## src/hdl/bcm_defs.svh

```systemverilog
// Constants for the boot configuration loader and host command mailbox.
`ifndef BCM_DEFS_SVH
`define BCM_DEFS_SVH

// Serial flash opcodes.
`define BCM_OP_READ       8'h03
`define BCM_OP_FAST_READ  8'h0b
`define BCM_OP_READ_STAT  8'h05
`define BCM_OP_WRITE_EN   8'h06
`define BCM_OP_PAGE_PROG  8'h02
`define BCM_OP_BLK_ERASE  8'hd8
`define BCM_OP_CHIP_ERASE 8'hc7
`define BCM_OP_WRITE_STAT 8'h01
`define BCM_OP_WRITE_DIS  8'h04
`define BCM_OP_READ_ID    8'h9f

// Identifier values that mean no flash is attached.
`define BCM_ID_NONE_LO 8'h00
`define BCM_ID_NONE_HI 8'hff

// Configuration record in flash: a marker word then a settings word.
`define BCM_CFG_ADDR  24'h000000
`define BCM_CFG_MAGIC 16'ha55a

// Settings bit positions, shared by the flash record and the general inputs.
`define BCM_CFG_PAL_BIT      2
`define BCM_CFG_MIRROR_BIT   1
`define BCM_CFG_PEDESTAL_BIT 0

// Mailbox register map and command layout.
`define BCM_REG_CMD       16'h0040
`define BCM_REG_POOL      16'hfc00
`define BCM_POOL_IDX_W    3
`define BCM_POOL_WORDS    8
`define BCM_CMD_BELL_BIT  15

// Two-wire write addresses for each level of the address select pin.
`define BCM_TWI_ADDR_LO 8'h90
`define BCM_TWI_ADDR_HI 8'hba

// Flash clock timing.
`define BCM_CLK_PERIOD_NS 5
`define BCM_SCK_HALF_NS   20
`define BCM_SCK_HALF_CYC  ((`BCM_SCK_HALF_NS + `BCM_CLK_PERIOD_NS - 1) / `BCM_CLK_PERIOD_NS)

`endif

```

## src/hdl/bcm_pkg.sv

```systemverilog
// Types shared by the boot configuration loader and host command mailbox.
package bcm_pkg;
  typedef enum logic [1:0] {BCM_MODE_NONE, BCM_MODE_FLASH, BCM_MODE_AUTO, BCM_MODE_HOST} bcm_mode_e;
  typedef enum logic [2:0] {BT_STRAP, BT_ID, BT_DECIDE, BT_REC, BT_APPLY, BT_DONE} bcm_boot_e;
  typedef enum logic [2:0] {TW_IDLE, TW_RX, TW_RXACK, TW_LOAD, TW_TX, TW_TXACK} bcm_twi_e;
endpackage

```

## src/hdl/bcm_boot_mailbox.sv

```systemverilog
// Boot configuration loader with flash probe, strap decode and host command mailbox.
// What this block does
// - Run boot mode selection after reset release.
// - Valid flash and records: apply flash settings.
// - Valid flash without records: auto-configuration, or host configuration with a grounded strap.
// - Identifier 0x00 or 0xFF means no flash.
// - Sample data-in strap during flash detection.
// - Grounded strap without a valid flash record: idle in host configuration.
// - No flash, strap high: sample general inputs.
// - Inputs pick standard, mirror and pedestal.
// - Reads use 0x03, 0x0B, status 0x05.
// - Write enable, program, erase opcodes defined.
// - Identifier read uses opcode 0x9F.
// - Command write with bit 15 rings doorbell.
// - Firmware clears doorbell, leaves result status.
`timescale 1ns/100ps
`include "bcm_defs.svh"
module bcm_boot_mailbox (
  input  wire logic                      core_clk,
  input  wire logic                      sys_rst,
  output logic                           spi_sck,
  output logic                           spi_cs_n,
  output logic                           spi_mosi,
  input  wire logic                      spi_miso,
  input  wire logic                      fast_read_en,
  input  wire logic [2:0]                general_input,
  input  wire logic                      slave_address_select,
  input  wire logic                      twi_scl,
  input  wire logic                      twi_sda_in,
  output logic                           twi_sda_out,
  output logic                           twi_sda_oe,
  output logic                           boot_done,
  output bcm_pkg::bcm_mode_e             cfg_mode,
  output logic                           cfg_pal,
  output logic                           cfg_mirror,
  output logic                           cfg_pedestal,
  output logic                           fw_doorbell_irq,
  output logic                           fw_doorbell,
  output logic [15:0]                    fw_cmd,
  input  wire logic                      fw_done,
  input  wire logic [14:0]               fw_result,
  input  wire logic                      fw_pool_we,
  input  wire logic [`BCM_POOL_IDX_W-1:0] fw_pool_idx,
  input  wire logic [15:0]               fw_pool_wdata,
  output logic [15:0]                    fw_pool_rdata
);
  import bcm_pkg::*;

  // Pins from outside the clock domain: flash data in, general inputs, address select, two-wire pins.
  localparam int NSYNC = 7;
  logic [NSYNC-1:0] pin_raw, meta_q, sync_q;
  assign pin_raw = {spi_miso, general_input, slave_address_select, twi_scl, twi_sda_in};
  genvar g;
  generate
    for (g = 0; g < NSYNC; g++) begin : g_sync
      // No reset here, so the strap level is already through both stages when reset lets go.
      always_ff @(posedge core_clk) begin
        meta_q[g] <= pin_raw[g];
        sync_q[g] <= meta_q[g];
      end
    end
  endgenerate

  logic       miso_s, sel_s, scl_s, sda_s;
  logic [2:0] gi_s;
  assign {miso_s, gi_s, sel_s, scl_s, sda_s} = sync_q;

  // Boot sequencer and flash shift engine.
  bcm_boot_e  st_q, st_d;
  bcm_mode_e  mode_q, mode_d;
  logic [2:0] div_q, div_d;
  logic       sck_q, sck_d, strap_low_q, strap_low_d, done_q, done_d;
  logic [6:0] cnt_q, cnt_d, nbits_q, nbits_d;
  logic [39:0] tx_q, tx_d;
  logic [31:0] rx_q, rx_d;
  logic [2:0] cfg_q, cfg_d;
  logic       spi_busy, shift_end, id_none, rec_ok;

  assign spi_busy  = (st_q == BT_ID) || (st_q == BT_REC);
  assign shift_end = spi_busy && div_q == 3'(`BCM_SCK_HALF_CYC - 1) && sck_q && (cnt_q == nbits_q - 7'd1);
  assign id_none   = (rx_q[7:0] == `BCM_ID_NONE_LO) || (rx_q[7:0] == `BCM_ID_NONE_HI);
  assign rec_ok    = rx_q[31:16] == `BCM_CFG_MAGIC;

  always_comb begin
    st_d = st_q; mode_d = mode_q; div_d = div_q; sck_d = sck_q; strap_low_d = strap_low_q;
    done_d = done_q; cnt_d = cnt_q; nbits_d = nbits_q; tx_d = tx_q; rx_d = rx_q; cfg_d = cfg_q;
    if (spi_busy) begin
      if (div_q == 3'(`BCM_SCK_HALF_CYC - 1)) begin
        div_d = 3'h0;
        sck_d = ~sck_q;
        if (!sck_q) begin
          rx_d = {rx_q[30:0], miso_s};
        end else begin
          tx_d  = {tx_q[38:0], 1'b0};
          cnt_d = cnt_q + 7'd1;
        end
      end else begin
        div_d = div_q + 3'h1;
      end
    end
    case (st_q)
      BT_STRAP: begin
        // With the select still high the data-in pin shows only its strap.
        strap_low_d = ~miso_s;
        tx_d    = {`BCM_OP_READ_ID, 32'h0};
        nbits_d = 7'd16;
        cnt_d   = 7'd0;
        st_d    = BT_ID;
      end
      BT_ID: if (shift_end) st_d = BT_DECIDE;
      BT_DECIDE: begin
        cnt_d = 7'd0;
        if (!id_none) begin
          // Fast read needs one dummy byte, so the whole frame grows by eight clocks.
          tx_d    = fast_read_en ? {`BCM_OP_FAST_READ, `BCM_CFG_ADDR, 8'h00}
                                 : {`BCM_OP_READ, `BCM_CFG_ADDR, 8'h00};
          nbits_d = fast_read_en ? 7'd72 : 7'd64;
          st_d    = BT_REC;
        end else begin
          mode_d = strap_low_q ? BCM_MODE_HOST : BCM_MODE_AUTO;
          st_d   = BT_APPLY;
        end
      end
      BT_REC: if (shift_end) begin
        if (rec_ok) begin
          mode_d = BCM_MODE_FLASH;
          cfg_d  = rx_q[2:0];
        end else begin
          // A grounded strap keeps auto-configuration off even with a blank flash.
          mode_d = strap_low_q ? BCM_MODE_HOST : BCM_MODE_AUTO;
        end
        st_d = BT_APPLY;
      end
      BT_APPLY: begin
        if (mode_q == BCM_MODE_AUTO) cfg_d = gi_s;
        done_d = 1'b1;
        st_d   = BT_DONE;
      end
      BT_DONE: st_d = BT_DONE;
      default: st_d = BT_STRAP;
    endcase
  end

  always_ff @(posedge core_clk or posedge sys_rst) begin
    if (sys_rst) begin
      st_q <= BT_STRAP; mode_q <= BCM_MODE_NONE; div_q <= 3'h0; sck_q <= 1'b0; strap_low_q <= 1'b0;
      done_q <= 1'b0; cnt_q <= 7'd0; nbits_q <= 7'd0; tx_q <= 40'h0; rx_q <= 32'h0; cfg_q <= 3'h0;
    end else begin
      st_q <= st_d; mode_q <= mode_d; div_q <= div_d; sck_q <= sck_d; strap_low_q <= strap_low_d;
      done_q <= done_d; cnt_q <= cnt_d; nbits_q <= nbits_d; tx_q <= tx_d; rx_q <= rx_d; cfg_q <= cfg_d;
    end
  end

  assign spi_sck      = sck_q;
  assign spi_cs_n     = ~spi_busy;
  assign spi_mosi     = tx_q[39];
  assign boot_done    = done_q;
  assign cfg_mode     = mode_q;
  assign cfg_pal      = cfg_q[`BCM_CFG_PAL_BIT];
  assign cfg_mirror   = cfg_q[`BCM_CFG_MIRROR_BIT];
  assign cfg_pedestal = cfg_q[`BCM_CFG_PEDESTAL_BIT];

  // Host mailbox: command register and parameter pool behind the two-wire slave.
  logic        tw_we;
  logic [15:0] tw_waddr, tw_wdata, tw_raddr, tw_rdata;
  logic [15:0] cmd_q, cmd_d;
  logic        irq_q, irq_d, host_cmd_wr, host_pool_wr;
  logic [15:0] pool_q [`BCM_POOL_WORDS];
  logic [15:0] pool_d [`BCM_POOL_WORDS];
  localparam logic [15:0] POOL_BASE = `BCM_REG_POOL;

  bcm_twi_slave u_twi (
    .core_clk   (core_clk),
    .sys_rst    (sys_rst),
    .scl_s      (scl_s),
    .sda_s      (sda_s),
    .addr_sel_s (sel_s),
    .rdata      (tw_rdata),
    .sda_oe     (twi_sda_oe),
    .we         (tw_we),
    .waddr      (tw_waddr),
    .wdata      (tw_wdata),
    .raddr      (tw_raddr)
  );

  assign host_cmd_wr  = tw_we && tw_waddr == `BCM_REG_CMD;
  assign host_pool_wr = tw_we && tw_waddr[15:`BCM_POOL_IDX_W] == POOL_BASE[15:`BCM_POOL_IDX_W];

  always_comb begin
    cmd_d  = cmd_q;
    irq_d  = 1'b0;
    pool_d = pool_q;
    if (fw_pool_we) pool_d[fw_pool_idx] = fw_pool_wdata;
    // The host write comes last so that a command landing with a completion is never lost.
    if (host_pool_wr) pool_d[tw_waddr[`BCM_POOL_IDX_W-1:0]] = tw_wdata;
    if (fw_done) cmd_d = {1'b0, fw_result};
    if (host_cmd_wr) begin
      cmd_d = tw_wdata;
      irq_d = tw_wdata[`BCM_CMD_BELL_BIT];
    end
  end

  always_ff @(posedge core_clk or posedge sys_rst) begin
    if (sys_rst) begin
      cmd_q <= 16'h0000;
      irq_q <= 1'b0;
      for (int i = 0; i < `BCM_POOL_WORDS; i++) pool_q[i] <= 16'h0000;
    end else begin
      cmd_q  <= cmd_d;
      irq_q  <= irq_d;
      pool_q <= pool_d;
    end
  end

  // Reads of unmapped addresses return zero; the doorbell is bit 15 of the command word.
  always_comb begin
    if (tw_raddr == `BCM_REG_CMD) tw_rdata = cmd_q;
    else if (tw_raddr[15:`BCM_POOL_IDX_W] == POOL_BASE[15:`BCM_POOL_IDX_W])
      tw_rdata = pool_q[tw_raddr[`BCM_POOL_IDX_W-1:0]];
    else tw_rdata = 16'h0000;
  end

  assign twi_sda_out     = 1'b0;
  assign fw_doorbell_irq = irq_q;
  assign fw_doorbell     = cmd_q[`BCM_CMD_BELL_BIT];
  assign fw_cmd          = cmd_q;
  assign fw_pool_rdata   = pool_q[fw_pool_idx];
endmodule

```

## src/hdl/bcm_twi_slave.sv

```systemverilog
// Two-wire register slave with 16-bit register address and 16-bit data.
`timescale 1ns/100ps
`include "bcm_defs.svh"
module bcm_twi_slave (
  input  wire logic        core_clk,
  input  wire logic        sys_rst,
  input  wire logic        scl_s,
  input  wire logic        sda_s,
  input  wire logic        addr_sel_s,
  input  wire logic [15:0] rdata,
  output logic             sda_oe,
  output logic             we,
  output logic [15:0]      waddr,
  output logic [15:0]      wdata,
  output logic [15:0]      raddr
);
  import bcm_pkg::*;

  bcm_twi_e    st_q, st_d;
  logic        scl_q, sda_q;
  logic [3:0]  bit_q, bit_d;
  logic [2:0]  byte_q, byte_d;
  logic [7:0]  sh_q, sh_d, hi_q, hi_d, lo_q, lo_d;
  logic        rw_q, rw_d, half_q, half_d, oe_q, oe_d, we_q, we_d;
  logic [15:0] addr_q, addr_d, wa_q, wa_d, wd_q, wd_d;
  logic [7:0]  my_addr;
  logic        rise, fall, start, stop;

  assign my_addr = addr_sel_s ? `BCM_TWI_ADDR_HI : `BCM_TWI_ADDR_LO;
  assign rise    = scl_s & ~scl_q;
  assign fall    = ~scl_s & scl_q;
  assign start   = scl_s & scl_q & sda_q & ~sda_s;
  assign stop    = scl_s & scl_q & ~sda_q & sda_s;

  always_comb begin
    st_d = st_q; bit_d = bit_q; byte_d = byte_q; sh_d = sh_q; hi_d = hi_q; lo_d = lo_q;
    rw_d = rw_q; half_d = half_q; oe_d = oe_q; we_d = 1'b0; addr_d = addr_q; wa_d = wa_q; wd_d = wd_q;
    if (start) begin
      st_d = TW_RX; bit_d = 4'h0; byte_d = 3'h0; oe_d = 1'b0;
    end else if (stop) begin
      st_d = TW_IDLE; oe_d = 1'b0;
    end else begin
      case (st_q)
        TW_RX: begin
          if (rise) begin
            sh_d  = {sh_q[6:0], sda_s};
            bit_d = bit_q + 4'h1;
          end else if (fall && bit_q == 4'h8) begin
            bit_d = 4'h0;
            st_d  = TW_RXACK;
            oe_d  = 1'b1;
            case (byte_q)
              3'h0: begin
                rw_d = sh_q[0];
                if (sh_q[7:1] != my_addr[7:1]) begin
                  st_d = TW_IDLE;
                  oe_d = 1'b0;
                end
              end
              3'h1: addr_d[15:8] = sh_q;
              3'h2: addr_d[7:0] = sh_q;
              3'h3: hi_d = sh_q;
              default: begin
                we_d   = 1'b1;
                wa_d   = addr_q;
                wd_d   = {hi_q, sh_q};
                addr_d = addr_q + 16'h0001;
              end
            endcase
            byte_d = (byte_q == 3'h4) ? 3'h3 : byte_q + 3'h1;
          end
        end
        TW_RXACK: if (fall) begin
          oe_d = 1'b0;
          st_d = rw_q ? TW_LOAD : TW_RX;
          half_d = 1'b0;
        end
        TW_LOAD: begin
          // The word is fetched one cycle after the address moves, long before the clock rises.
          sh_d  = rdata[15:8];
          lo_d  = rdata[7:0];
          oe_d  = ~rdata[15];
          bit_d = 4'h0;
          st_d  = TW_TX;
        end
        TW_TX: begin
          if (rise) begin
            bit_d = bit_q + 4'h1;
          end else if (fall) begin
            if (bit_q == 4'h8) begin
              oe_d = 1'b0;
              st_d = TW_TXACK;
            end else begin
              sh_d = {sh_q[6:0], 1'b0};
              oe_d = ~sh_q[6];
            end
          end
        end
        TW_TXACK: begin
          if (rise && sda_s) begin
            st_d = TW_IDLE;
          end else if (fall) begin
            bit_d = 4'h0;
            if (!half_q) begin
              sh_d = lo_q; oe_d = ~lo_q[7]; half_d = 1'b1; st_d = TW_TX;
            end else begin
              addr_d = addr_q + 16'h0001; half_d = 1'b0; st_d = TW_LOAD;
            end
          end
        end
        default: st_d = TW_IDLE;
      endcase
    end
  end

  always_ff @(posedge core_clk or posedge sys_rst) begin
    if (sys_rst) begin
      st_q <= TW_IDLE; scl_q <= 1'b1; sda_q <= 1'b1; bit_q <= 4'h0; byte_q <= 3'h0;
      sh_q <= 8'h00; hi_q <= 8'h00; lo_q <= 8'h00; rw_q <= 1'b0; half_q <= 1'b0;
      oe_q <= 1'b0; we_q <= 1'b0; addr_q <= 16'h0000; wa_q <= 16'h0000; wd_q <= 16'h0000;
    end else begin
      st_q <= st_d; scl_q <= scl_s; sda_q <= sda_s; bit_q <= bit_d; byte_q <= byte_d;
      sh_q <= sh_d; hi_q <= hi_d; lo_q <= lo_d; rw_q <= rw_d; half_q <= half_d;
      oe_q <= oe_d; we_q <= we_d; addr_q <= addr_d; wa_q <= wa_d; wd_q <= wd_d;
    end
  end

  assign sda_oe = oe_q;
  assign we     = we_q;
  assign waddr  = wa_q;
  assign wdata  = wd_q;
  assign raddr  = addr_q;
endmodule

```

## config.mk

```make
export PLATFORM = sky130hd
export DESIGN_NAME = bcm_boot_mailbox
export DESIGN_NICKNAME = d
export VERILOG_FILES = /design/src/hdl/bcm_pkg.sv /design/src/hdl/bcm_boot_mailbox.sv /design/src/hdl/bcm_twi_slave.sv
export VERILOG_INCLUDE_DIRS = /design/src /design/src/hdl
export SDC_FILE = /design/constraint.sdc
export NUM_CORES = 1
export LEC_CHECK = 0
export BUFFER_PORTS_ARGS = -buffer_cell sky130_fd_sc_hd__buf_2
export CORE_UTILIZATION = 31
export DETAILED_ROUTE_END_ITERATION = 10
export GPL_TIMING_DRIVEN = 0
export PLACE_DENSITY = 0.53
export SLEW_MARGIN = 40
export SYNTH_ARGS = -nofsm -noshare
export SYNTH_HDL_FRONTEND = slang
export SYNTH_SLANG_ARGS = --single-unit
```

## constraint.sdc

```tcl
create_clock -name core_clk -period 14.35 [get_ports core_clk]
set_input_delay 1.435 -clock core_clk [delete_from_list [all_inputs] [get_ports core_clk]]
set_output_delay 1.435 -clock core_clk [all_outputs]
set_load 0.1 [all_outputs]
```

==> results.txt, run 1 <==
In this run the clock root is driven by a sky130_fd_sc_hd__clkbuf_16. The type of the setup path with the least slack is in2out. TritonCTS built the clock tree. The tools report the die outline area as 0.0587 sq mm. The run gives 2514 as the cell count after placement. The worst hold path belongs to the class reg2reg. The sequential cell fraction of total power was 0.389; the post-synthesis area per instance was 10.6 sq um. The logs give 0 for the final hold violation count and 0.893 for the weighted congestion reported at the end of routability-driven placement. The number of nets still failing antenna checks after routing was 0. Summed over all nets, the switching power comes to 1.06 mW.

The quantity of I/O buffers inserted on ports was 71; the max-capacitance violation count was 0. Dividing the detail-routed via count by the number of cells gives 5.37. The switching share of power works out to 0.341. By instance count, the cell type seen most on the critical path is sky130_fd_sc_hd__buf_2. The total vias in the final route came out at 13.9k. The mux share of post-synthesis cell area is 0.232, and the quantity of hold-fixing buffers added after cts is 0. Capture point of the worst reg-to-reg path: u_twi.sh_q[2]$_DFFE_PP0P_.

Counting I/O delays and the setup requirement, the final critical path takes 5090 ps. For the internal power contribution, the log shows 2.04 mW. After clock tree synthesis, the repair step resized 0 gates. The worst setup path is launched from an input pin. The count of synthesis-stage warnings from yosys is 0, and the power density over the cells is 149 mW/mm^2. Entering global routing, the biggest net connects 74 pins. The main combinational cell family by area after synthesis is multiplexers.

The standard cell core area was 0.0567 sq mm. The clock passes through at most 3 buffers. The run gives 38600 microns as the post-detailed-placement half-perimeter wirelength.

For this run, the detailed router's first-pass iteration total came to 5. The number of failing setup endpoints in the final timing report was 0; the post-detailed-route DRC marker count was 0. The category of the worst setup path capture point is an output pin.

91 I/O pins were placed. For the worst endpoint data arrival time, the log shows 3650 ps. Counting flops with a built-in enable in the synthesized netlist gives 0. For the number of buffers added by the clock tree synthesis step, the log shows 41. The tools report the number of H-tree levels as 2. For this block, the initial DRC count from the detailed router was 1217. Synthesis produced a netlist whose cell count is 1681. Grouping stages by cell kind, the critical path spends the most delay in buffers and inverters. In this run the most critical hold path is launched from sda_s$_DFF_P_. Together, buffers and inverters on the worst path number 4.

The layout has 5628 filler cells. The share of final-layout standard cells stronger than drive strength 1 is 0.218. The run finished with clean final reports.

For the maximum resistive drop on vdd, the log shows 95.5 uV. In this run the critical register-to-register path is launched from u_twi.raddr[1]$_DFFE_PP0P_. The run gives 0.344 as the clock network fraction of design power.

For this block, the routed nets add up to 56800 microns of wire. The logs give 0 for the total setup buffers inserted after CTS and 580 ps for the later-pin clock latency in the skew report. The effective utilization at floorplan came out at 0.316.

In this design, the stage delay of the slowest critical-path cell is 720 ps. The slew at the pin closest to its max-slew limit came out at 1010 ps. With fillers left out, the area of the finished cells amounts to 0.0208 sq mm. Simple-gate area share of the yosys netlist: 0.124. Endpoint required time on the critical path: 12910 ps. The final critical-path share of the clock period is 0.354, and the setup slack of the most critical reg-to-reg path is 11200 ps. When the netlist entered floorplanning its net count stood at 1739. The tools report the destination of the worst hold path as u_twi.sda_q$_DFF_PP1_.

The netlist area before placement came out at 0.0179 sq mm. For the worst flop-to-flop path, the logic depth is 9. The routed length per placed instance was 22.0 microns. Proportion of synthesized flip-flops having asynchronous set or reset: 0.959. The depth of the worst hold-timing path works out to 0.

The number of antenna violations at the first check in global routing was 1; the area growth from synthesis to layout was 16.0%. After clock tree synthesis, the clock-pin slew on the worst setup and hold paths is 60 ps. Setup repair after global routing left no endpoint under its margin.

The run gives 0.193 as the all-layer global routing usage. For the count of final max-slew check failures, the log shows 0. Yosys attributes the largest share of cell area to sky130_fd_sc_hd__dfrtp_1 (46%), sky130_fd_sc_hd__mux2i_1 (8.2%), sky130_fd_sc_hd__mux4_2 (8.1%). The floorplan step set the die height to 242 microns.

The post-layout utilization of the core was 0.366; the final standard cell count with taps included and fillers excluded was 2588. The standard cell with the maximum stage delay on the critical path is sky130_fd_sc_hd__buf_1. The count of antenna diodes in the layout came out at 0. The share of the synthesized area in compound gates (AO/OA/AOI/OAI) works out to 0.113. Counting flops and latches in the post-synthesis netlist gives 343. The proportion of synthesized chip area in sequential cells is 0.476.

The logs give 9.27 nW for the leakage component of the power and 33.6 ps for the setup skew after layout. The die is 242 microns wide. The cell type with the highest aggregate area in the netlist was sky130_fd_sc_hd__dfrtp_1. The count of unique library cells instantiated by Yosys was 84. The most numerous cell in the Yosys netlist was sky130_fd_sc_hd__dfrtp_1. The clock drives 343 sinks. The relative contribution of combinational cells to total power was 0.267.

The critical path goes through buf_2 > buf_2 > buf_1 > mux4_2 > mux2_2 > buf_2. For this run, the top clock speed supported by timing is 197 MHz. For the number of nets in the layout, the log shows 1859. The number of global-route vias before repair was 13.9k. The global-route wire length before repair is 86900 microns. Final global-route overflow total: 0.

The share of Yosys cell area claimed by the top area cell type was 0.457; the synthesized-area fraction occupied by adder cells was 0.00839. Along the worst path, the maximum fanout reaches 10. The run gives 0.329 as the headroom to the max-slew limit.

The number of cell rows was 87; the xor/xnor cell area share of the yosys netlist was 0.00440. Primary flip-flop cell chosen by synthesis mapping: sky130_fd_sc_hd__dfrtp_1. In this run the cell area measured after placement is 0.0194 sq mm. Source of the critical timing path: fw_pool_idx[1]. By count the netlist is led by sky130_fd_sc_hd__dfrtp_1 (327), sky130_fd_sc_hd__a21oi_1 (191), sky130_fd_sc_hd__nor2_1 (169), sky130_fd_sc_hd__nand2_1 (159), sky130_fd_sc_hd__mux2i_1 (147). On the final layout, the worst hold slack is 309 ps.
==> registers in the layout, summed over array words and instances, names as in the netlist, 16 cells and up <==
name         flops
fw_cmd          16
u_twi.wdata     16
tx_q            40
u_twi.raddr     16
pool_q         128
rx_q            32
u_twi.waddr     16
==> cell usage in the layout, fill, tap and decap left out, types with 5 or more instances in the layout <==
cell type / Yosys / routed
sky130_fd_sc_hd__dfrtp_1: 327 / 327
sky130_fd_sc_hd__a21oi_1: 191 / 191
sky130_fd_sc_hd__nor2_1: 169 / 169
sky130_fd_sc_hd__nand2_1: 159 / 159
sky130_fd_sc_hd__mux2i_1: 147 / 147
sky130_fd_sc_hd__buf_2: 43 / 118
sky130_fd_sc_hd__mux2_2: 107 / 107
sky130_fd_sc_hd__clkbuf_1: 72 / 73
sky130_fd_sc_hd__mux4_2: 64 / 64
sky130_fd_sc_hd__o21ai_0: 59 / 59
sky130_fd_sc_hd__clkbuf_16: 0 / 42
sky130_fd_sc_hd__nand3_1: 25 / 25
sky130_fd_sc_hd__buf_1: 26 / 22
sky130_fd_sc_hd__inv_1: 20 / 19
sky130_fd_sc_hd__a31oi_1: 17 / 17
sky130_fd_sc_hd__a22oi_1: 17 / 17
sky130_fd_sc_hd__nor2b_1: 14 / 14
sky130_fd_sc_hd__dfxtp_1: 14 / 14
sky130_fd_sc_hd__nand2b_1: 13 / 13
sky130_fd_sc_hd__ha_1: 12 / 12
sky130_fd_sc_hd__and3_1: 11 / 11
sky130_fd_sc_hd__nand4_1: 10 / 10
sky130_fd_sc_hd__nor4_1: 9 / 9
sky130_fd_sc_hd__clkbuf_8: 0 / 9
sky130_fd_sc_hd__buf_4: 8 / 8
sky130_fd_sc_hd__clkbuf_2: 2 / 8
sky130_fd_sc_hd__nand3b_1: 7 / 7
sky130_fd_sc_hd__o2bb2ai_1: 7 / 7
sky130_fd_sc_hd__clkinv_2: 0 / 7
sky130_fd_sc_hd__and4_1: 6 / 6
sky130_fd_sc_hd__xor2_1: 6 / 6
sky130_fd_sc_hd__o21ai_1: 6 / 6
sky130_fd_sc_hd__a221oi_1: 6 / 6
sky130_fd_sc_hd__nor3_1: 5 / 5
sky130_fd_sc_hd__nor3b_1: 5 / 5
sky130_fd_sc_hd__o22ai_1: 5 / 5
sky130_fd_sc_hd__buf_16: 0 / 5
==> per-stage QoR <==
stage | power [mW] | setup WS [ps] | setup TNS (ps)
after floorplan | 1.81 | 3810 | 0
after global placement | 2.03 | -386 | -115090
after detailed placement | 2.04 | 9290 | 0
after CTS | 3.13 | 9290 | 0
after global routing | 3.23 | 9230 | 0
final | 3.10 | 9260 | 0
==> kinds of logic (layout without fill, tap and decap cells) <==
group | Yosys count | after routing
adder cells (fa/ha/maj) | 12 | 12
AND/OR/NAND/NOR | 471 | 471
multiplexers | 321 | 321
other | 1 | 1
buffers and inverters | 174 | 325
XOR/XNOR | 9 | 9
AO/OA/AOI/OAI | 350 | 350
flip-flops | 343 | 343
==> final cells by class <==
cell class	instances	area, sq um	area share
plain buffers	152	677	0.0326
clock buffers	58	1200	0.0579
clock inverters	16	173	0.00832
multi-input cells	1164	8640	0.417
inverters	22	90.1	0.00434
flip-flops and latches	343	8520	0.410
well taps	756	946	0.0456
repair buffers	77	504	0.0243
==> routing by layer <==
layer	share of wire	global-route usage	wire [microns]
met1	0.45	0.269	25700
met2	0.45	0.300	25700
met3	0.062	0.0326	3510
met4	0.033	0.0743	1850
met5	0.00023	0	13
==> how the worst max path moves through the flow <==
| stage | endpoint | cells past startpoint |
|---|---|---|
| floorplan | boot_done$_DFFE_PP0P_ | 1 |
| global placement | fw_cmd[0]$_DFFE_PP0P_ | 2 |
| detailed placement | fw_pool_rdata[8] | 6 |
| CTS | fw_pool_rdata[8] | 6 |
| global route | fw_pool_rdata[8] | 6 |
| finish | fw_pool_rdata[8] | 6 |
==> power by group through the flow <==
stage | combinational, mW | sequential (mW) | clock (mW)
3_3_place_gp | 0.813 | 1.21 | 0
4_1_cts | 0.830 | 1.20 | 1.10
6_report | 0.827 | 1.21 | 1.07
3_5_place_dp | 0.828 | 1.22 | 0
2_1_floorplan | 0.599 | 1.21 | 0
5_1_grt | 0.884 | 1.22 | 1.13
(Power assumes the default switching activity.)
==> run 2, diff against run 1 <==
--- a/config.mk
+++ b/config.mk
@@ -6,6 +6,7 @@
 export SDC_FILE = /design/constraint.sdc
 export NUM_CORES = 1
 export LEC_CHECK = 0
+export ABC_AREA = 1
 export BUFFER_PORTS_ARGS = -buffer_cell sky130_fd_sc_hd__buf_2
 export CORE_UTILIZATION = 31
 export DETAILED_ROUTE_END_ITERATION = 10
==> constraint.sdc (replaced) <==
create_clock -name core_clk -period 4.8 [get_ports core_clk]
set_input_delay 0.48 -clock core_clk [delete_from_list [all_inputs] [get_ports core_clk]]
set_output_delay 0.48 -clock core_clk [all_outputs]
set_load 0.1 [all_outputs]
==> run 2 against run 1 <==
Final area rose by 3.4%. Critical path depth did not move. Synthesized cell count rose by 47%. Global-route usage rose by 4.1 points. Largest cell class is now flip-flops and latches. Largest power group unchanged.
==> results.txt, run 2 <==
The flow ran to the end, and the final reports show no timing, DRC or antenna violations. The logs give 600 ps (+20 ps) for the later-pin clock latency in the skew report and 6 (+1) for the number of search-and-repair iterations in the first detailed-routing pass. The primary flip-flop cell chosen by synthesis mapping is sky130_fd_sc_hd__dfrtp_1. The number of enable flip-flop cells after synthesis is 0 (unchanged).

The maximum fanout along the worst path was 10 (unchanged). The clock root buffer master was sky130_fd_sc_hd__clkbuf_16. The register clock-pin slew on the reported worst setup and hold paths was 50 ps (about the same). The count of final max-slew check failures is 0 (unchanged), and the number of cell rows is 88 (+1.1%). The number of nets in the synthesized netlist is 2531 (+46%). The fmax was 293 MHz. The proportion of synthesized flip-flops having asynchronous set or reset works out to 0.959 (unchanged). The top cell types in the final layout, fill and taps aside, are sky130_fd_sc_hd__nand2_1 (719), sky130_fd_sc_hd__o21ai_0 (419), sky130_fd_sc_hd__dfrtp_1 (327), sky130_fd_sc_hd__inv_1 (218), sky130_fd_sc_hd__nand3_1 (191). The commonest cells after synthesis are sky130_fd_sc_hd__nand2_1 (719), sky130_fd_sc_hd__o21ai_0 (419), sky130_fd_sc_hd__dfrtp_1 (327), sky130_fd_sc_hd__inv_1 (219), sky130_fd_sc_hd__nand3_1 (191). The run gives 10.1 nW (+9.1%) as the leakage component of the power. The worst hold slack is 144 ps (-165 ps), and the share of Yosys cell area claimed by the top area cell type is 0.451 (-0.00659).

The tools report the total vias in the final route as 18.2k (+31%). The run gives 0.0200 sq mm (+3.0%) as the cell area reported after detailed placement. The final period demand of the worst path is 3420 ps, and the number of flip-flops in the largest register is 128 (unchanged).

The height of the die works out to 244 microns (+0.72%). The maximum resistive drop on vdd came out at 246 uV (+160%). STA classifies the critical path startpoint as an input pin.

The final global-route overflow total came out at 0 (unchanged). Number of violations reported at the end of detailed-routing iteration 0: 2028 (+67%). For the global-route wire length before repair, the log shows 106000 microns (+23%).

For this design, the slowest cell found on the critical path is sky130_fd_sc_hd__clkbuf_1. In the post-synthesis netlist, the cell with the most instances is sky130_fd_sc_hd__nand2_1. The headroom to the max-slew limit was 0.356 (+0.0272).

The logs give 0.314 (-0.00144) for the effective utilization at floorplan and 1 (unchanged) for the number of antenna violations at the first check in global routing. The final hold violation count is 0 (unchanged), and the number of H-tree levels is 2 (unchanged). The largest registers in the layout are pool_q: 128 flops, tx_q: 40 flops, rx_q: 32 flops. The number of nets in the layout is 2687 (+45%). The width of the die came out at 244 microns (+0.72%).

The worst setup timing slack at the placement stage was 1510 ps (-7780 ps). Number of global-route vias before repair: 17.6k (+26%). The final-layout fill cell count was 6120 (+8.7%). The netlist area before placement is 0.0182 sq mm (+1.5%), and the largest stage delay on the critical path is 650 ps (-70 ps). The buffers plus inverters on the worst setup path was 4 (unchanged); the final critical-path share of the clock period was 0.712. The register with the most flip-flops was pool_q.

The count of antenna diodes in the layout is 0 (unchanged). For the maximum number of pins on one net before global-route repair, the log shows 25 (-66%). The post-synthesis register bit count was 343 (unchanged); the weighted congestion reported at the end of routability-driven placement was 0.982 (+9.9%). Setup repair after global routing left no endpoint under its margin.

STA classifies the critical path endpoint as an output pin. For the number of nets still failing antenna checks after routing, the log shows 0 (unchanged). For the proportion of synthesized chip area in sequential cells, the log shows 0.469 (-0.00685). The final worst slack is 1380 ps (-7880 ps).

The quantity of I/O buffers inserted on ports came out at 87 (+23%). The share of final-layout standard cells stronger than drive strength 1 came out at 0.0925 (-0.126). The post-detailed-route DRC marker count was 0 (unchanged); the post-detailed-placement half-perimeter wirelength was 50400 microns (+30%).

The number of failing setup endpoints in the final timing report is 0 (unchanged). The count of synthesis-stage warnings from yosys came out at 0 (unchanged). For the die outline area, the log shows 0.0595 sq mm (+1.4%). The number of buffers added by the clock tree synthesis step is 42 (+2.4%), and the number of sinks driven by the clock tree is 343 (unchanged).

The total power draw is 8.81 mW (+180%), and the max-capacitance violation count is 0 (unchanged). The cell type group with the largest total delay on the critical path is buffers and inverters. Yosys attributes the largest share of cell area to sky130_fd_sc_hd__dfrtp_1 (45%), sky130_fd_sc_hd__nand2_1 (15%), sky130_fd_sc_hd__o21ai_0 (12%).

The signal on the critical path passes through buf_2 > clkbuf_1 > clkbuf_1 > o21ai_0 > o2111ai_1 > buf_2. Compared with the post-synthesis result, the final layout area differs by 18.2%. The logs give 32.2 ps (-1.43 ps) for the setup skew after layout and 0.235 (+0.0412) for the all-layer global routing usage.

The total wirelength of the detailed-routed design was 70100 microns (+23%); the power density over the cells was 411 mW/mm^2 (+180%). The gate count of the mapped netlist is 2473 (+47%). The maximum count of clock buffers along a single path was 3 (unchanged). TritonCTS built the clock tree. The slew at the pin closest to its max-slew limit came out at 965 ps (-40.7 ps). The logs give 2940 ps (-710 ps) for the worst endpoint data arrival time and 91 (unchanged) for the I/O pin total.

The endpoint required time on the critical path was 4320 ps (-8590 ps); the post-synthesis area per instance was 7.34 sq um (-31%). The routed length per placed instance works out to 20.5 microns (-6.7%). Leaving out fill and tap cells, the most frequent cell in the layout is sky130_fd_sc_hd__nand2_1. The detail-routed via count per cell was 5.31 (-1.2%). The final standard cell count with taps included and fillers excluded came out at 3424 (+32%).

The biggest area contributor in the post-synthesis netlist is sky130_fd_sc_hd__dfrtp_1. The run gives 0.0578 sq mm (+1.9%) as the standard cell core area. The logs give 0 ps (unchanged) for the final sum of negative setup slack and 3342 (+33%) for the cell count after placement. Post-layout utilization of the core: 0.371 (+0.00532). The tightest min-delay check is of the in2reg type. The summed area of non-filler cells in the final layout is 0.0215 sq mm (+3.4%), and the count of unique library cells instantiated by Yosys is 44 (-48%).

The critical path is of the in2out type.
-- run 2: cell types whose count changed in the layout (fill, tap and decap cells not counted), sizes merged, moves of 17 or more --
cell | before | now
mux2i | 147 | 0
a21oi | 191 | 81
nand3 | 26 | 194
o21a | 2 | 23
nand2 | 160 | 721
clkbuf | 132 | 154
o211ai | 1 | 42
mux4 | 64 | 0
o21ai | 65 | 425
a22oi | 17 | 0
mux2 | 110 | 5
inv | 23 | 226
-- run 2: final cells by class --
| type | count | area [sq um] | share of cell area |
|---|---|---|---|
| plain buffers | 133 | 571 | 0.0266 |
| clock buffers | 61 | 1250 | 0.0585 |
| clock inverters | 13 | 164 | 0.00764 |
| inverters | 227 | 856 | 0.0399 |
| multi-input cells | 1770 | 8230 | 0.384 |
| flip-flops and latches | 343 | 8520 | 0.397 |
| well taps | 765 | 957 | 0.0446 |
| repair buffers | 112 | 907 | 0.0423 |
-- run 2: worst paths after layout --
path                                                  from                        end  slack, ps  cells past startpoint
worst max-delay path                        fw_pool_idx[0]          fw_pool_rdata[13]       1380                      6
worst min-delay path                          fw_result[3]      fw_cmd[3]$_DFFE_PP0P_        140                      3
worst max register to register  u_twi.raddr[0]$_DFFE_PP0P_  u_twi.sh_q[1]$_DFFE_PP0P_       1730                     12
worst min register to register           meta_q[3]$_DFF_P_            gi_s[0]$_DFF_P_        330                      0
max in group asynchronous                          sys_rst       pool_q[71]$_DFF_PP0_       3070                      8
min in group asynchronous                          sys_rst       div_q[0]$_DFFE_PP0N_        480                      3
-- run 2: power breakdown --
part           internal [mW]  switching [mW]  total (mW)
sequential              3.18           0.272        3.45
clock                   1.98            1.32        3.29
combinational          0.583            1.49        2.07
total                   5.73            3.08        8.81
-- run 2: worst min-delay path: cells and delay by family --
family	cells	cell delay (ps)
AND/OR/NAND/NOR	2	130
buffers and inverters	1	80
-- run 2: per-layer routing --
metal  GRT usage  vias to the layer above  part of all wire
met3      0.0383                      176             0.080
met4       0.110                        2             0.047
met5           0                        -           0.00013
met2       0.365                      830              0.44
li1            -                     8428                 -
met1       0.318                     8750              0.43
-- run 2: cell families (layout without fill, tap and decap cells) --
logic type / count (synthesis) / count (layout) / share of synthesized area
simple gates: 1141 / 1141 / 0.257
compound gates: 603 / 603 / 0.180
buf+inv: 360 / 546 / 0.0782
flops: 343 / 343 / 0.469
fa+ha+maj: 12 / 12 / 0.00827
xor+xnor: 8 / 8 / 0.00386
mux: 5 / 5 / 0.00310
other cells: 1 / 1 / 0.000207
-- run 2: what timing repair did --
| action | 4_1_cts | 5_1_grt |
|---|---|---|
| gates resized for setup | 0 | 0 |
| hold buffers | 8 | 0 |
| buffers inserted | 0 | 0 |
| endpoints found under the hold margin | 22 | 0 |
==> run 3, diff against run 2 <==
--- a/config.mk
+++ b/config.mk
@@ -11,7 +11,7 @@
 export CORE_UTILIZATION = 31
 export DETAILED_ROUTE_END_ITERATION = 10
 export GPL_TIMING_DRIVEN = 0
-export PLACE_DENSITY = 0.53
+export PLACE_DENSITY = 0.55
 export SLEW_MARGIN = 40
 export SYNTH_ARGS = -nofsm -noshare
 export SYNTH_HDL_FRONTEND = slang
==> constraint.sdc (replaced) <==
create_clock -name core_clk -period 3 [get_ports core_clk]
set_input_delay 0.3 -clock core_clk [delete_from_list [all_inputs] [get_ports core_clk]]
set_output_delay 0.3 -clock core_clk [all_outputs]
set_load 0.1 [all_outputs]
==> run 3 against run 2 <==
Total power up 63%. Sequential power grew 60%. Register-to-register slack got worse by 1500 ps. Largest power group unchanged.
==> results.txt, run 3 (synthesis results as in run 2) <==
The endpoint required time on the critical path is 2700 ps (-1620 ps), and the maximum fanout along the worst path is 10 (unchanged). Number of cell rows: 88 (unchanged). The logs give 25 (unchanged) for the maximum number of pins on one net before global-route repair and 30.9 ps (-1.29 ps) for the setup skew after layout. The depth of the worst hold-timing path works out to 5 (+2).

Most common cell after layout, fill and taps aside: sky130_fd_sc_hd__nand2_1. The maximum resistive drop on vdd came out at 391 uV (+58%). Based on the critical path, the design can be clocked at up to 335 MHz. The number of violations reported at the end of detailed-routing iteration 0 was 2032 (+0.20%).

The tools report the effective utilization at floorplan as 0.314 (unchanged). The detail-routed via count per cell was 5.30 (-0.27%); the worst reg2reg path depth was 11 (-1). Number of global-route vias before repair: 17.4k (-0.96%). The run gives 69800 microns (-0.53%) as the total wirelength of the detailed-routed design. The number of H-tree levels is 2 (unchanged). Number of sinks driven by the clock tree: 343 (unchanged). The global-route wire length before repair was 105000 microns (-1.0%); the share of final-layout standard cells stronger than drive strength 1 was 0.0916 (-0.000927). The library cells used most frequently in the layout, excluding fill and tap cells, are sky130_fd_sc_hd__nand2_1 (719), sky130_fd_sc_hd__o21ai_0 (419), sky130_fd_sc_hd__dfrtp_1 (327), sky130_fd_sc_hd__inv_1 (218), sky130_fd_sc_hd__nand3_1 (191).

The number of antenna violations at the first check in global routing is 1 (unchanged), and the final critical-path share of the clock period is 0.996. The standard cell core area is 0.0578 sq mm (unchanged). The number of search-and-repair iterations in the first detailed-routing pass came out at 8 (+2). The tools report the number of failing setup endpoints in the final timing report as 0 (unchanged). Setup repair after global routing left no endpoint under its margin. For the area taken by multi-input logic gates, the log shows 0.00823 sq mm (unchanged). The logs give 0 (unchanged) for the count of antenna diodes in the layout and 0.998 (+1.6%) for the weighted congestion reported at the end of routability-driven placement. In the final layout, the registers with the most flip-flops are pool_q: 128 flops, tx_q: 40 flops, rx_q: 32 flops. For the register area, the log shows 0.00852 sq mm (unchanged). The worst hold path class was in2reg.

Met2 track utilization from global routing: 0.364 (-0.000418). The number of nets still failing antenna checks after routing was 0 (unchanged). The number of buffers added by the clock tree synthesis step came out at 42 (unchanged).

The largest stage delay on the critical path works out to 680 ps (+30 ps). The critical path launch point type was an input pin. Count of final max-slew check failures: 0 (unchanged). The slew at the pin closest to its max-slew limit is 968 ps (+2.28 ps), and the width of the die is 244 microns (unchanged). For the total vias in the final route, the log shows 18.2k (+0.19%).

For the number of nets in the layout, the log shows 2700 (+0.48%). The run gives 0.0397 (+0.00143) as the global-route track usage on met3. The number of flip-flops in the largest register is 128 (unchanged). The tools report the final-layout fill cell count as 6043 (-1.3%). The run gives 0.0200 sq mm (about the same) as the cell area reported after detailed placement.

The area growth from synthesis to layout is 19.5%, and the total power draw is 14.3 mW (+63%). Later-pin clock latency in the skew report: 590 ps (about the same). The final global-route overflow total was 0 (unchanged).

The summed area of non-filler cells in the final layout came out at 0.0217 sq mm (+1.1%). Register with the most flip-flops: pool_q. Power density over the cells: 661 mW/mm^2 (+61%).

The headroom to the max-slew limit came out at 0.355 (-0.00152). For the worst endpoint data arrival time, the log shows 2690 ps (-250 ps). The tools report the maximum count of clock buffers along a single path as 3 (unchanged). Final hold violation count: 0 (unchanged). Layer with the highest usage: met2. The post-detailed-placement half-perimeter wirelength is 50000 microns (-0.70%).

The all-layer global routing usage came out at 0.233 (-0.00208). TritonCTS built the clock tree. The routed length per placed instance was 20.3 microns (-0.99%). The post-detailed-route DRC marker count was 0 (unchanged); the final period demand of the worst path was 2990 ps. The signal on the critical path passes through buf_2 > nor2_2 > clkbuf_1 > a221oi_1 > a31oi_1 > buf_2.

Cell type with the highest occurrence count on the critical path: sky130_fd_sc_hd__buf_2. The cell sitting at the root of the clock tree is a sky130_fd_sc_hd__clkbuf_16. Quantity of I/O buffers inserted on ports: 87 (unchanged). For the I/O pin total, the log shows 91 (unchanged). The standard cell with the maximum stage delay on the critical path was sky130_fd_sc_hd__clkbuf_1.

Die outline area: 0.0595 sq mm (unchanged). The run finished with clean final reports. The leakage component of the power is 10.2 nW (+1.0%), and the max-capacitance violation count is 0 (unchanged). The tools report the category of the worst setup path capture point as an output pin.

The met1 usage in global routing was 0.308 (-0.0101); the register clock-pin slew on the reported worst setup and hold paths was 60 ps (about the same). The height of the die was 244 microns (unchanged). The critical path is of the in2out type.
==> run 3: per-layer routing <==
metal | part of all wire | vias up | wire [microns]
met5 | 0.00019 | - | 13
met4 | 0.054 | 2 | 3750
li1 | - | 8453 | -
met2 | 0.45 | 844 | 31200
met1 | 0.42 | 8726 | 29300
met3 | 0.080 | 196 | 5590
==> run 3: layout make-up <==
cell class | instances | area share
clock inverters | 6 | 0.00611
clock buffers | 71 | 0.0629
flip-flops and latches | 343 | 0.393
inverters | 227 | 0.0395
well taps | 765 | 0.0441
multi-input cells | 1770 | 0.380
repair buffers | 127 | 0.0494
plain buffers | 131 | 0.0260
==> run 3: final timing paths <==
path | slack [ps] | to | start
max in group asynchronous | 1530 | pool_q[70]$_DFF_PP0_ | sys_rst
min in group asynchronous | 180 | div_q[1]$_DFFE_PP0N_ | sys_rst
setup / recovery | 10 | fw_pool_rdata[14] | fw_pool_idx[1]
hold reg to reg | 320 | sel_s$_DFF_P_ | meta_q[2]$_DFF_P_
setup reg to reg | 230 | u_twi.sh_q[3]$_DFFE_PP0P_ | u_twi.raddr[0]$_DFFE_PP0P_
hold / removal | 60 | pool_q[2]$_DFF_PP0_ | fw_pool_wdata[2]
==> run 3: worst max-delay path, delay by kind of cell <==
family,cells,cell delay [ps]
AO/OA/AOI/OAI,2,500
AND/OR/NAND/NOR,1,550
buffers and inverters,3,1320
==> run 3: power by group <==
part	switching [mW]	internal [mW]	leakage [nW]	total, mW
clock	2.08	3.42	0.730	5.50
sequential	0.440	5.08	4.37	5.52
combinational	2.38	0.945	5.12	3.32
==> run 3: timing repair <==
item | in CTS | in global routing
hold endpoints to repair | 74 | 0
setup endpoints to repair | 0 | 15
setup buffers | 0 | 0
hold buffers | 24 | 0
resized for setup | 0 | 4
==> run 3: stage by stage <==
stage / hold slack (ps) / util / cells / setup slack, ps / TNS (ps)
final: 60.0 / 0.375 / 3440 / 13.2 / 0
after global routing: 79.5 / 0.375 / 3440 / 40.2 / 0
after CTS: 33.0 / 0.375 / 3442 / 48.4 / 0
after detailed placement: 212 / 0.345 / 3341 / 58.1 / 0
after global placement: 313 / 0.338 / 3325 / -3870 / -1257780
after floorplan: 309 / - / 2473 / -1690 / -553980
